`src/bwpc_pkg.sv`:
```
package bwpc_pkg;
  // =====================================================
  // region width codes, as held in region_bus_config
  localparam logic [1:0]  W8            = 2'h0;
  localparam logic [1:0]  W16           = 2'h1;
  localparam logic [1:0]  W32           = 2'h2;
  // parity polarity: 0 gives even parity per byte
  localparam logic        PARITY_ODD    = 1'h0;
  // cycle kind fields
  localparam logic        KIND_MSB      = 1'h0;
  localparam int          KIND_EVT_BIT  = 2;
  // region select: top address bits pick one of 16 regions
  localparam int          REGIONS       = 16;
  localparam int          REGION_LSB    = 28;
  // register map (byte addresses)
  localparam logic [7:0]  CFG_BASE      = 8'h00;
  localparam logic [7:0]  CTRL_OFF      = 8'h40;
  localparam logic [7:0]  STAT_OFF      = 8'h44;
  // region_bus_config fields
  localparam int          CFG_WIDTH_LSB = 0;
  localparam int          CFG_PAR_BIT   = 2;
  localparam logic [2:0]  CFG_RESET     = 3'h2;
  // control fields
  localparam int          CTRL_FAULT_BIT = 0;
  localparam logic        CTRL_RESET     = 1'h1;
  // status fields
  localparam int          STAT_BUSY_BIT  = 16;
  localparam logic [15:0] CNT_RESET      = 16'h0000;

  typedef enum logic [1:0] {
    BWPC_IDLE = 2'b00,
    BWPC_ADDR = 2'b01,
    BWPC_DATA = 2'b10
  } bwpc_state_t;
endpackage

```
`src/bwpc_lane.sv`:
```
`timescale 1ns/1ps
module bwpc_lane (
  // clock and reset
  input  wire logic        clk_i,
  input  wire logic        rst_i,
  // wishbone slave
  input  wire logic        wb_cyc_i,
  input  wire logic        wb_stb_i,
  input  wire logic        wb_we_i,
  input  wire logic [7:0]  wb_adr_i,
  input  wire logic [3:0]  wb_sel_i,
  input  wire logic [31:0] wb_dat_i,
  output logic      [31:0] wb_dat_o,
  output logic             wb_ack_o,
  // core access request
  input  wire logic        acc_valid_i,
  input  wire logic [31:0] acc_addr_i,
  input  wire logic [3:0]  acc_be_n_i,
  input  wire logic        acc_write_i,
  input  wire logic        acc_event_i,
  input  wire logic [31:0] acc_wdata_i,
  output logic             acc_ready_o,
  output logic             rd_valid_o,
  output logic      [31:0] rd_data_o,
  // external bus
  input  wire logic        hold_grant_i,
  input  wire logic        ready_n_i,
  input  wire logic [31:0] data_i,
  input  wire logic [3:0]  byte_parity_i,
  output logic             address_strobe_n_o,
  output logic      [31:2] addr_o,
  output logic      [3:0]  lane_select_n_o,
  output logic      [3:0]  cycle_kind_o,
  output logic             bus_oe_o,
  output logic      [31:0] data_o,
  output logic      [3:0]  byte_parity_o,
  output logic             data_oe_o,
  output logic             parity_error_n_o,
  output logic             fault_a_o
);

  // ==================================================
  // state
  typedef struct packed {
    bwpc_pkg::bwpc_state_t state;
    logic [bwpc_pkg::REGIONS-1:0][2:0] cfg;
    logic        fault_en;
    logic [15:0] err_cnt;
    logic [31:0] wb_dat;
    logic        wb_ack;
    logic        acc_ready;
    logic        rd_valid;
    logic [31:0] rd_data;
    logic        as_n;
    logic [31:2] addr;
    logic [3:0]  sel_n;
    logic [3:0]  kind;
    logic        bus_oe;
    logic [31:0] dout;
    logic [3:0]  dpar;
    logic        doe;
    logic        perr_n;
    logic        fault;
    logic [1:0]  width;
    logic        is_write;
    logic        chk_en;
  } bwpc_regs_t;

  bwpc_regs_t s;
  bwpc_regs_t next_s;

  // ==================================================
  // per-byte parity
  logic [31:0] store_data;
  logic [3:0]  gen_par;
  logic [3:0]  rx_par;
  logic [3:0]  acc_region;
  logic [1:0]  acc_width;

  assign acc_region = acc_addr_i[bwpc_pkg::REGION_LSB+3:bwpc_pkg::REGION_LSB];
  assign acc_width  = s.cfg[acc_region][bwpc_pkg::CFG_WIDTH_LSB+1:bwpc_pkg::CFG_WIDTH_LSB];

  always_comb begin
    if (acc_width == bwpc_pkg::W8) begin
      store_data = {4{acc_wdata_i[8*acc_addr_i[1:0] +: 8]}};
    end else if (acc_width == bwpc_pkg::W16) begin
      store_data = {2{acc_wdata_i[16*acc_addr_i[1] +: 16]}};
    end else begin
      store_data = acc_wdata_i;
    end
  end

  genvar g;
  generate
    for (g = 0; g < 4; g++) begin : g_par
      assign gen_par[g] = (^store_data[8*g +: 8]) ^ bwpc_pkg::PARITY_ODD;
      assign rx_par[g]  = (^data_i[8*g +: 8]) ^ bwpc_pkg::PARITY_ODD;
    end
  endgenerate

  // ==================================================
  // next state
  logic [3:0]  next_sel;
  logic        data_done;
  logic        par_fail;
  logic [31:0] steered_rd;
  logic [4:0]  widx;

  always_comb begin
    next_s     = s;
    next_sel   = acc_be_n_i;
    data_done  = (s.state == bwpc_pkg::BWPC_DATA) && !ready_n_i;
    // only pin data is looked at
    // check loads and fetches in enabled regions only
    par_fail   = data_done && !s.is_write && s.chk_en && (rx_par != byte_parity_i);
    widx       = wb_adr_i[6:2];
    steered_rd = data_i;

    // narrow data on low lanes, returned to every lane
    if (s.width == bwpc_pkg::W8) begin
      steered_rd = {4{data_i[7:0]}};
    end else if (s.width == bwpc_pkg::W16) begin
      steered_rd = {2{data_i[15:0]}};
    end

    // 8-bit: selects carry A1:A0, upper two unused
    // 16-bit: A1, upper and lower byte selects
    if (acc_width == bwpc_pkg::W8) begin
      next_sel = {2'h3, acc_addr_i[1:0]};
    end else if (acc_width == bwpc_pkg::W16) begin
      next_sel = {acc_be_n_i[2*acc_addr_i[1]+1], 1'h1, acc_addr_i[1], acc_be_n_i[2*acc_addr_i[1]]};
    end

    // wishbone slave: ack one cycle after the strobe, then drop
    next_s.wb_ack = wb_cyc_i && wb_stb_i && !s.wb_ack;
    next_s.wb_dat = 32'h0000_0000;
    if (wb_cyc_i && wb_stb_i && !s.wb_ack) begin
      if (wb_adr_i[7:6] == 2'h0) begin
        next_s.wb_dat[2:0] = s.cfg[widx[3:0]];
        if (wb_we_i && wb_sel_i[0]) begin
          // code 3 is not a width; folded onto 32 so no reserved kind appears
          next_s.cfg[widx[3:0]] = {wb_dat_i[bwpc_pkg::CFG_PAR_BIT],
                                   (wb_dat_i[1:0] == 2'h3) ? bwpc_pkg::W32 : wb_dat_i[1:0]};
        end
      end else if (wb_adr_i == bwpc_pkg::CTRL_OFF) begin
        next_s.wb_dat[bwpc_pkg::CTRL_FAULT_BIT] = s.fault_en;
        if (wb_we_i && wb_sel_i[0]) begin
          next_s.fault_en = wb_dat_i[bwpc_pkg::CTRL_FAULT_BIT];
        end
      end else if (wb_adr_i == bwpc_pkg::STAT_OFF) begin
        next_s.wb_dat[15:0] = s.err_cnt;
        next_s.wb_dat[bwpc_pkg::STAT_BUSY_BIT] = (s.state != bwpc_pkg::BWPC_IDLE);
        if (wb_we_i && wb_sel_i[0]) begin
          next_s.err_cnt = bwpc_pkg::CNT_RESET;
        end
      end
    end
    // counting wins over a clear in the same cycle
    if (par_fail && s.err_cnt != 16'hffff) begin
      next_s.err_cnt = s.err_cnt + 16'h0001;
    end

    // low for one clock after the failing cycle
    // never floated, hold grant has no effect here
    next_s.perr_n = !par_fail;
    next_s.fault  = par_fail && s.fault_en;

    next_s.rd_valid = 1'h0;
    next_s.as_n     = 1'h1;
    case (s.state)
      bwpc_pkg::BWPC_IDLE: begin
        if (acc_valid_i && s.acc_ready) begin
          next_s.state    = bwpc_pkg::BWPC_ADDR;
          next_s.as_n     = 1'h0;
          next_s.addr     = acc_addr_i[31:2];
          next_s.sel_n    = next_sel;
          next_s.width    = acc_width;
          next_s.is_write = acc_write_i;
          next_s.chk_en   = s.cfg[acc_region][bwpc_pkg::CFG_PAR_BIT];
          // region width, source kind, msb low
          next_s.kind     = {bwpc_pkg::KIND_MSB, acc_event_i, acc_width};
          next_s.bus_oe   = 1'h1;
          next_s.dout     = store_data;
          next_s.dpar     = gen_par;
        end
      end
      bwpc_pkg::BWPC_ADDR: begin
        next_s.state = bwpc_pkg::BWPC_DATA;
        next_s.doe   = s.is_write;
      end
      bwpc_pkg::BWPC_DATA: begin
        if (data_done) begin
          next_s.state    = bwpc_pkg::BWPC_IDLE;
          next_s.doe      = 1'h0;
          next_s.rd_valid = !s.is_write;
          next_s.rd_data  = steered_rd;
        end
      end
      default: begin
        next_s.state = bwpc_pkg::BWPC_IDLE;
      end
    endcase
    if (next_s.state == bwpc_pkg::BWPC_IDLE && hold_grant_i) begin
      next_s.bus_oe = 1'h0;
    end
    next_s.acc_ready = (next_s.state == bwpc_pkg::BWPC_IDLE) && !hold_grant_i;
  end

  always_ff @(posedge clk_i) begin
    if (rst_i) begin
      s          <= '0;
      s.state    <= bwpc_pkg::BWPC_IDLE;
      s.cfg      <= {bwpc_pkg::REGIONS{bwpc_pkg::CFG_RESET}};
      s.fault_en <= bwpc_pkg::CTRL_RESET;
      s.err_cnt  <= bwpc_pkg::CNT_RESET;
      s.as_n     <= 1'h1;
      s.sel_n    <= 4'hf;
      s.perr_n   <= 1'h1;
      s.width    <= bwpc_pkg::W32;
      s.kind     <= {bwpc_pkg::KIND_MSB, 1'h0, bwpc_pkg::W32};
    end else begin
      s <= next_s;
    end
  end

  // ==================================================
  // outputs
  assign wb_dat_o           = s.wb_dat;
  assign wb_ack_o           = s.wb_ack;
  assign acc_ready_o        = s.acc_ready;
  assign rd_valid_o         = s.rd_valid;
  assign rd_data_o          = s.rd_data;
  assign address_strobe_n_o = s.as_n;
  assign addr_o             = s.addr;
  assign lane_select_n_o    = s.sel_n;
  assign cycle_kind_o       = s.kind;
  assign bus_oe_o           = s.bus_oe;
  assign data_o             = s.dout;
  assign byte_parity_o      = s.dpar;
  assign data_oe_o          = s.doe;
  assign parity_error_n_o   = s.perr_n;
  assign fault_a_o          = s.fault;

  logic [3:0] chk_par;
  assign chk_par = {^s.dout[31:24], ^s.dout[23:16], ^s.dout[15:8], ^s.dout[7:0]} ^ {4{bwpc_pkg::PARITY_ODD}};
endmodule

```
`config.mk`:
```
export PLATFORM = sky130hd
export DESIGN_NAME = bwpc_lane
export DESIGN_NICKNAME = d
export VERILOG_FILES = /design/src/bwpc_pkg.sv /design/src/bwpc_lane.sv
export SDC_FILE = /design/constraint.sdc
export NUM_CORES = 1
export LEC_CHECK = 0
export BUFFER_PORTS_ARGS = -buffer_cell sky130_fd_sc_hd__buf_2
export CELL_PAD_IN_SITES_DETAIL_PLACEMENT = 0
export CELL_PAD_IN_SITES_GLOBAL_PLACEMENT = 1
export CORE_ASPECT_RATIO = 0.5
export CORE_MARGIN = 1
export CORE_UTILIZATION = 39
export CTS_CLUSTER_DIAMETER = 200
export DETAILED_ROUTE_END_ITERATION = 7
export PLACE_DENSITY = 0.82
export REMOVE_ABC_BUFFERS = 1
export SLEW_MARGIN = 10
export SYNTH_ARGS = -nofsm -noshare
export SYNTH_HDL_FRONTEND = slang
export SYNTH_SLANG_ARGS = --single-unit
```
`constraint.sdc`:
```
create_clock -name clk_i -period 3.3 [get_ports clk_i]
set_input_delay 0.66 -clock clk_i [delete_from_list [all_inputs] [get_ports clk_i]]
set_output_delay 0.66 -clock clk_i [all_outputs]
set_load 0.05 [all_outputs]
```
==> reports/metrics.cfg, run 1 <==
[worst_hold_path]
whs_path_depth=2
hold_end=acc_ready_o
hold_path_class=in2reg
hold_start=hold_grant_i

[placed_design]
dp_hpwl_um=21900
port_buffers=255
globalplace.congestion=0.901
dp_cells=1683
pre_cts_slack_ns=0.226

[drt]
wl_per_cell_um=17.3
wirelength_um=29600
vias_per_cell=5.25
drcViolationCount=0
firstDrtPassIters=5
ant_nets=0
num_vias=8999
drt_iter0_markers=782

[floorplan]
initial_core_util=0.402
rows=42
ios=304
die_area_um2=28400
core_area_um2=26800
die_w_um=237
die_h_um=120

[clocking]
clkTransAtPathRegs_ns=0.07
hold_buffers=0
cts_resized=0
clockBufferDepth=2
cts_tree=built
clock_sinks=199
htreeDepth=4
post_cts_buffers=0
clock_latency_ns=0.44
cts_buffers=17
cts-root-buf=clkbuf_16

[layout]
stdcell_count=1715
n_antenna_cell=0
utilization=0.445
area_delta_synth_final_pct=10.6
final-seq-area_um2=3980
drive_above_1_share=0.257
multiInputGateArea_um2=5450
layout.nets=1509
nFillCells=2654

[timing]
holdWs_ns=0.400
hold_viol=0
layout_setup_ws_ns=0.677
worst_pin_slew_ns=0.789
fin_crit_ns=2.62
maxSlewHeadroom=0.474
drv_slew=0
rsz0062_at_grt=no
post-route-period-util=0.795
fin_skew_ns=0.00817
clock.fmax_ghz=0.381
setup_viol=0

[pwr]
power_w=0.00539
peakVddDrop_mv=0.369
power_leakage_nw=5.16
power_density_nw_per_um2=452

[global_route]
grt_overflow=0
antenna_found_initial=0
grt_max_degree=77
grtUsageTotal=0.205
grt_pass1_wl_um=45700
grt_pass1_vias=8440

[yosys]
synthFlopType=dfxtp_1
ys_seq_elements=199
synth-edff-count=0
async_flop_share=0
synth_warnings=0
yosysSeqAreaShare=0.370
syn_inst=1257
avgSynthCellArea_um2=8.58
synthesis.area_um2=10800
yosysUniqueCellTypes=62

[status]
status=complete, no violations

[worst_setup_path]
worstSetupEndpointType=flip-flop
crit_required_ns=3.63
critPathKind=in2reg
arrival_ns=2.95
reg2reg_to=s[161]
cp_max_fo=10
start_kind=primary input
rrSetupSlack_ns=0.79
reg2reg_from=s[150]
reg2reg_depth=9

[job]
cap_violations=0

[cell usage in the layout (no fill, tap or decap), types with 3 or more instances in the layout]
cell type | netlist | layout
a311oi_1 | 8 | 8
mux2i_1 | 92 | 91
a22oi_1 | 5 | 5
or3_1 | 3 | 3
nor4_1 | 3 | 3
buf_4 | 141 | 28
nand3_1 | 33 | 32
mux4_2 | 25 | 25
a21oi_1 | 132 | 132
and3_1 | 20 | 19
inv_1 | 7 | 7
nor3b_1 | 4 | 4
nor2b_1 | 7 | 6
dfxtp_1 | 199 | 199
a21o_1 | 5 | 5
xnor3_1 | 5 | 5
xnor2_1 | 46 | 46
clkinv_2 | 0 | 5
buf_2 | 9 | 254
clkbuf_16 | 0 | 17
conb_1 | 1 | 16
o21ai_0 | 73 | 73
nor3_1 | 11 | 11
nand2_1 | 203 | 203
and2_1 | 3 | 3
xor2_1 | 24 | 24
a211oi_1 | 9 | 9
nand3b_1 | 3 | 3
nand2b_1 | 6 | 6
nor2_1 | 70 | 70
[worst max path at each step]
stage,from,to,depth (start not counted)
2_1_floorplan,acc_addr_i[28],byte_parity_o[3],7
3_3_place_gp,acc_addr_i[31],byte_parity_o[3],8
3_5_place_dp,acc_addr_i[31],byte_parity_o[3],8
4_1_cts,acc_addr_i[31],byte_parity_o[3],8
5_1_grt,acc_addr_i[29],byte_parity_o[3],9
6_report,acc_addr_i[31],byte_parity_o[3],8
[area by class of cell]
cell class | instances | share of cell area
tap | 352 | 0.0369
timing repair buffer | 282 | 0.124
multi-input combinational | 843 | 0.457
inverter | 7 | 0.00220
sequential | 199 | 0.334
clock buffer | 21 | 0.0386
clock inverter | 11 | 0.00630
[critical path: stages]
cell and delay [ns]:
buf_2 0.23, mux4_2 0.53, mux2i_1 0.34, mux2_2 0.36
nor3_1 0.09, a31o_1 0.21, o211a_1 0.22, a311o_1 0.31
[per-stage QoR]
stage / TNS (ns) / instance area, µm²
after floorplan: -6.68 / 9440
after global placement: 0 / 11400
after detailed placement: 0 / 11400
after CTS: 0 / 11900
after global routing: 0 / 11900
final: 0 / 11900
[Yosys cell counts, drive strengths merged, types with 3 or more instances]
cell type / number / share of area
buf: 159 / 0.11
and3: 20 / 0.012
clkbuf: 64 / 0.022
nor3b: 4 / 0.0028
and2: 3 / 0.0017
a21oi: 133 / 0.062
a22oi: 5 / 0.0035
dfxtp: 199 / 0.37
xor2: 24 / 0.019
o21ai: 74 / 0.034
a311oi: 8 / 0.0065
nand3b: 3 / 0.0021
nand2b: 6 / 0.0035
nor2: 70 / 0.024
nand3: 34 / 0.016
nor2b: 7 / 0.0041
a21o: 5 / 0.0035
xnor2: 46 / 0.037
nor3: 12 / 0.0060
a211oi: 9 / 0.0063
nor4: 3 / 0.0017
mux4: 25 / 0.052
mux2: 3 / 0.0031
mux2i: 94 / 0.089
nand2: 204 / 0.071
xnor3: 5 / 0.010
or3: 3 / 0.0017
inv: 7 / 0.0024
[kinds of logic (layout without fill, tap and decap cells)]
logic type / after synthesis / count (layout) / share of synthesized area
fa+ha+maj: 1 / 1 / 0.00116
other cells: 1 / 16 / 0.000348
mux: 122 / 122 / 0.144
buf+inv: 230 / 321 / 0.132
xor+xnor: 75 / 75 / 0.0673
simple gates: 378 / 378 / 0.154
compound gates: 251 / 251 / 0.131
flops: 199 / 199 / 0.370
[routing by layer]
| metal | track usage | routed length, µm |
|---|---|---|
| met1 | 0.267 | 13100 |
| met2 | 0.332 | 14100 |
| met3 | 0.0449 | 1620 |
| met4 | 0.0802 | 788 |
| met5 | 0 | 0 |
[power by group]
group	switching, W	internal, W	total (W)	leakage [nW]
sequential	0.0000261	0.00245	0.00247	1.61
combinational	0.000626	0.000333	0.000959	3.29
clock	0.000954	0.00100	0.00196	0.263
Power figures use the tool's default switching activity.
==> run 2, diff against run 1 <==
--- a/config.mk
+++ b/config.mk
@@ -10,10 +10,10 @@
 export CELL_PAD_IN_SITES_GLOBAL_PLACEMENT = 1
 export CORE_ASPECT_RATIO = 0.5
 export CORE_MARGIN = 1
-export CORE_UTILIZATION = 39
+export CORE_UTILIZATION = 35
 export CTS_CLUSTER_DIAMETER = 200
 export DETAILED_ROUTE_END_ITERATION = 7
-export PLACE_DENSITY = 0.82
+export PLACE_DENSITY = 0.78
 export REMOVE_ABC_BUFFERS = 1
 export SLEW_MARGIN = 10
 export SYNTH_ARGS = -nofsm -noshare
==> constraint.sdc (replaced) <==
create_clock -name clk_i -period 2.2 [get_ports clk_i]
set_input_delay 0.44 -clock clk_i [delete_from_list [all_inputs] [get_ports clk_i]]
set_output_delay 0.44 -clock clk_i [all_outputs]
set_load 0.05 [all_outputs]
==> run 2 against run 1 <==
Clock-buffer cell count unchanged; sequential cell count stayed put; clock power is 66% higher; critical path type is now reg2reg.
==> reports/metrics.cfg, run 2 (synthesized netlist as in run 1, its figures left out) <==
[drt]
firstDrtPassIters=5
wl_met3_um=1260
drcViolationCount=0
wirelength_um=31400
num_vias=9446
ant_nets=0
top_layer=met4
wl_per_cell_um=16.6
vias_per_cell=5.01
drt_iter0_markers=489
drt-met1-wl_um=14100
dr_wl_met2_um=15200

[pwr]
pwr-share-clk=0.377
seqPwrFrac=0.430
power_w=0.00863
p_switching_w=0.00248
swShare=0.288
combPwrFrac=0.192
peakVddDrop_mv=0.625
p_int_w=0.00615
power_leakage_nw=5.84
power_density_nw_per_um2=653

[layout]
n_antenna_cell=0
nFillCells=2896
utilization=0.446
area_delta_synth_final_pct=22.5
final_cell_mix=buf_2, nand2_1, dfxtp_1
layout_commonest_cell=buf_2
layout.nets=1640
fin_area_um2=13200
stdcell_count=1885
drive_above_1_share=0.343

[placed_design]
dp_hpwl_um=23900
placed_area_um2=12400
dp_cells=1849
port_buffers=255
globalplace.congestion=0.912
pre_cts_slack_ns=-0.499

[clocking]
clkTransAtPathRegs_ns=0.08
clock_latency_ns=0.45
cts_buffers=17
htreeDepth=4
cts_tree=built
cts-root-buf=clkbuf_16
clockBufferDepth=2
clock_sinks=199

[floorplan]
core_area_um2=29600
rows=44
die_w_um=250
initial_core_util=0.364
die_area_um2=31600
die_h_um=126
ios=304

[timing]
drv_slew=0
worst_pin_slew_ns=1.11
setup_viol=0
layout_setup_ws_ns=0.00249
rsz0062_at_grt=yes
post-route-period-util=0.999
maxSlewHeadroom=0.259
fin_crit_ns=2.20
hold_viol=0
fin_skew_ns=0.0141
clock.fmax_ghz=0.455

[worst_setup_path]
crit_required_ns=2.54
arrival_ns=2.54
critPathKind=reg2reg
cp_max_fo=4
start_kind=flip-flop
worstSetupEndpointType=flip-flop
critPathMaxStageDelay_ns=0.52
crit_chain=mux4_2 -> mux2i_4 -> buf_4 -> mux2i_4 -> buf_4 -> a21oi_2 -> a31o_1 -> nor4_1 -> a311o_1
critPathSlowestCell=mux4_2
reg2reg_depth=9

[global_route]
grt_pass1_wl_um=48900
antenna_found_initial=0
grt_pass1_vias=9288
grt_max_degree=99
grtUsageTotal=0.195
grt_overflow=0

[status]
status=complete, no violations

[worst_hold_path]
hold_path_class=in2reg
whs_path_depth=2

[job]
cap_violations=0

## run 2: cell count changes in the layout (fill, tap and decap cells not counted), sizes merged
cell / delta
buf: +130
clkinv: -3
bufinv: +3
clkbuf: +1
## run 2: worst max-delay path: cells and delay by family (launching register included)
| kind | cells | cell delay (ns) |
|---|---|---|
| DFF | 1 | 0.33 |
| AOI/OAI and AO/OA | 3 | 0.59 |
| and+or+nand+nor | 1 | 0.06 |
| buffers and inverters | 2 | 0.31 |
| muxes | 3 | 0.79 |
## run 2: power by group through the flow
stage                     logic (W)  clock network [W]  registers (W)
after floorplan            0.000679                  0        0.00404
after global placement      0.00156                  0        0.00380
after detailed placement    0.00159                  0        0.00380
after CTS                   0.00163            0.00333        0.00372
after global routing        0.00177            0.00349        0.00372
final                       0.00166            0.00326        0.00372
## run 2: layout make-up
| class | count | area [µm²] | share of cell area |
|---|---|---|---|
| multi-input cells | 843 | 5620 | 0.425 |
| flip-flops and latches | 199 | 3990 | 0.302 |
| repair buffers | 413 | 2490 | 0.189 |
| well taps | 391 | 489 | 0.0370 |
| clock buffers | 21 | 450 | 0.0341 |
| clock inverters | 11 | 146 | 0.0111 |
| inverters | 7 | 26.3 | 0.00199 |
## run 2: stage by stage
step / hold WS (ns) / TNS [ns]
final: 0.165 / 0
after floorplan: 0.430 / -74.41
after global routing: 0.148 / -0.207
after global placement: 0.439 / -20.15
after detailed placement: 0.446 / -22.85
after CTS: 0.145 / -0.0281
## run 2: what timing repair did
| item | CTS | global route |
|---|---|---|
| setup buffers | 1 | 3 |
| setup endpoints to repair | 4 | 47 |
| hold buffers | 0 | 0 |
| pin swaps | 2 | 10 |
| endpoints found under the hold margin | 0 | 0 |
| gates resized for setup | 18 | 34 |
## run 2: path summary, 6_finish.rpt
kind	startpoint	to	slack (ns)
worst max-delay path	flip-flop	byte_parity_o[3]	0.002
worst min-delay path	hold_grant_i	acc_ready_o	0.16
worst max register to register	flip-flop	byte_parity_o[3]	0.002
worst min register to register	rd_data_o[31]	rd_data_o[31]	0.46
## run 2: layer usage
| metal | up-vias | GRT usage |
|---|---|---|
| met5 | - | 0 |
| met4 | 0 | 0.0650 |
| met3 | 46 | 0.0453 |
| met2 | 215 | 0.329 |
| met1 | 4574 | 0.245 |
| li1 | 4611 | - |
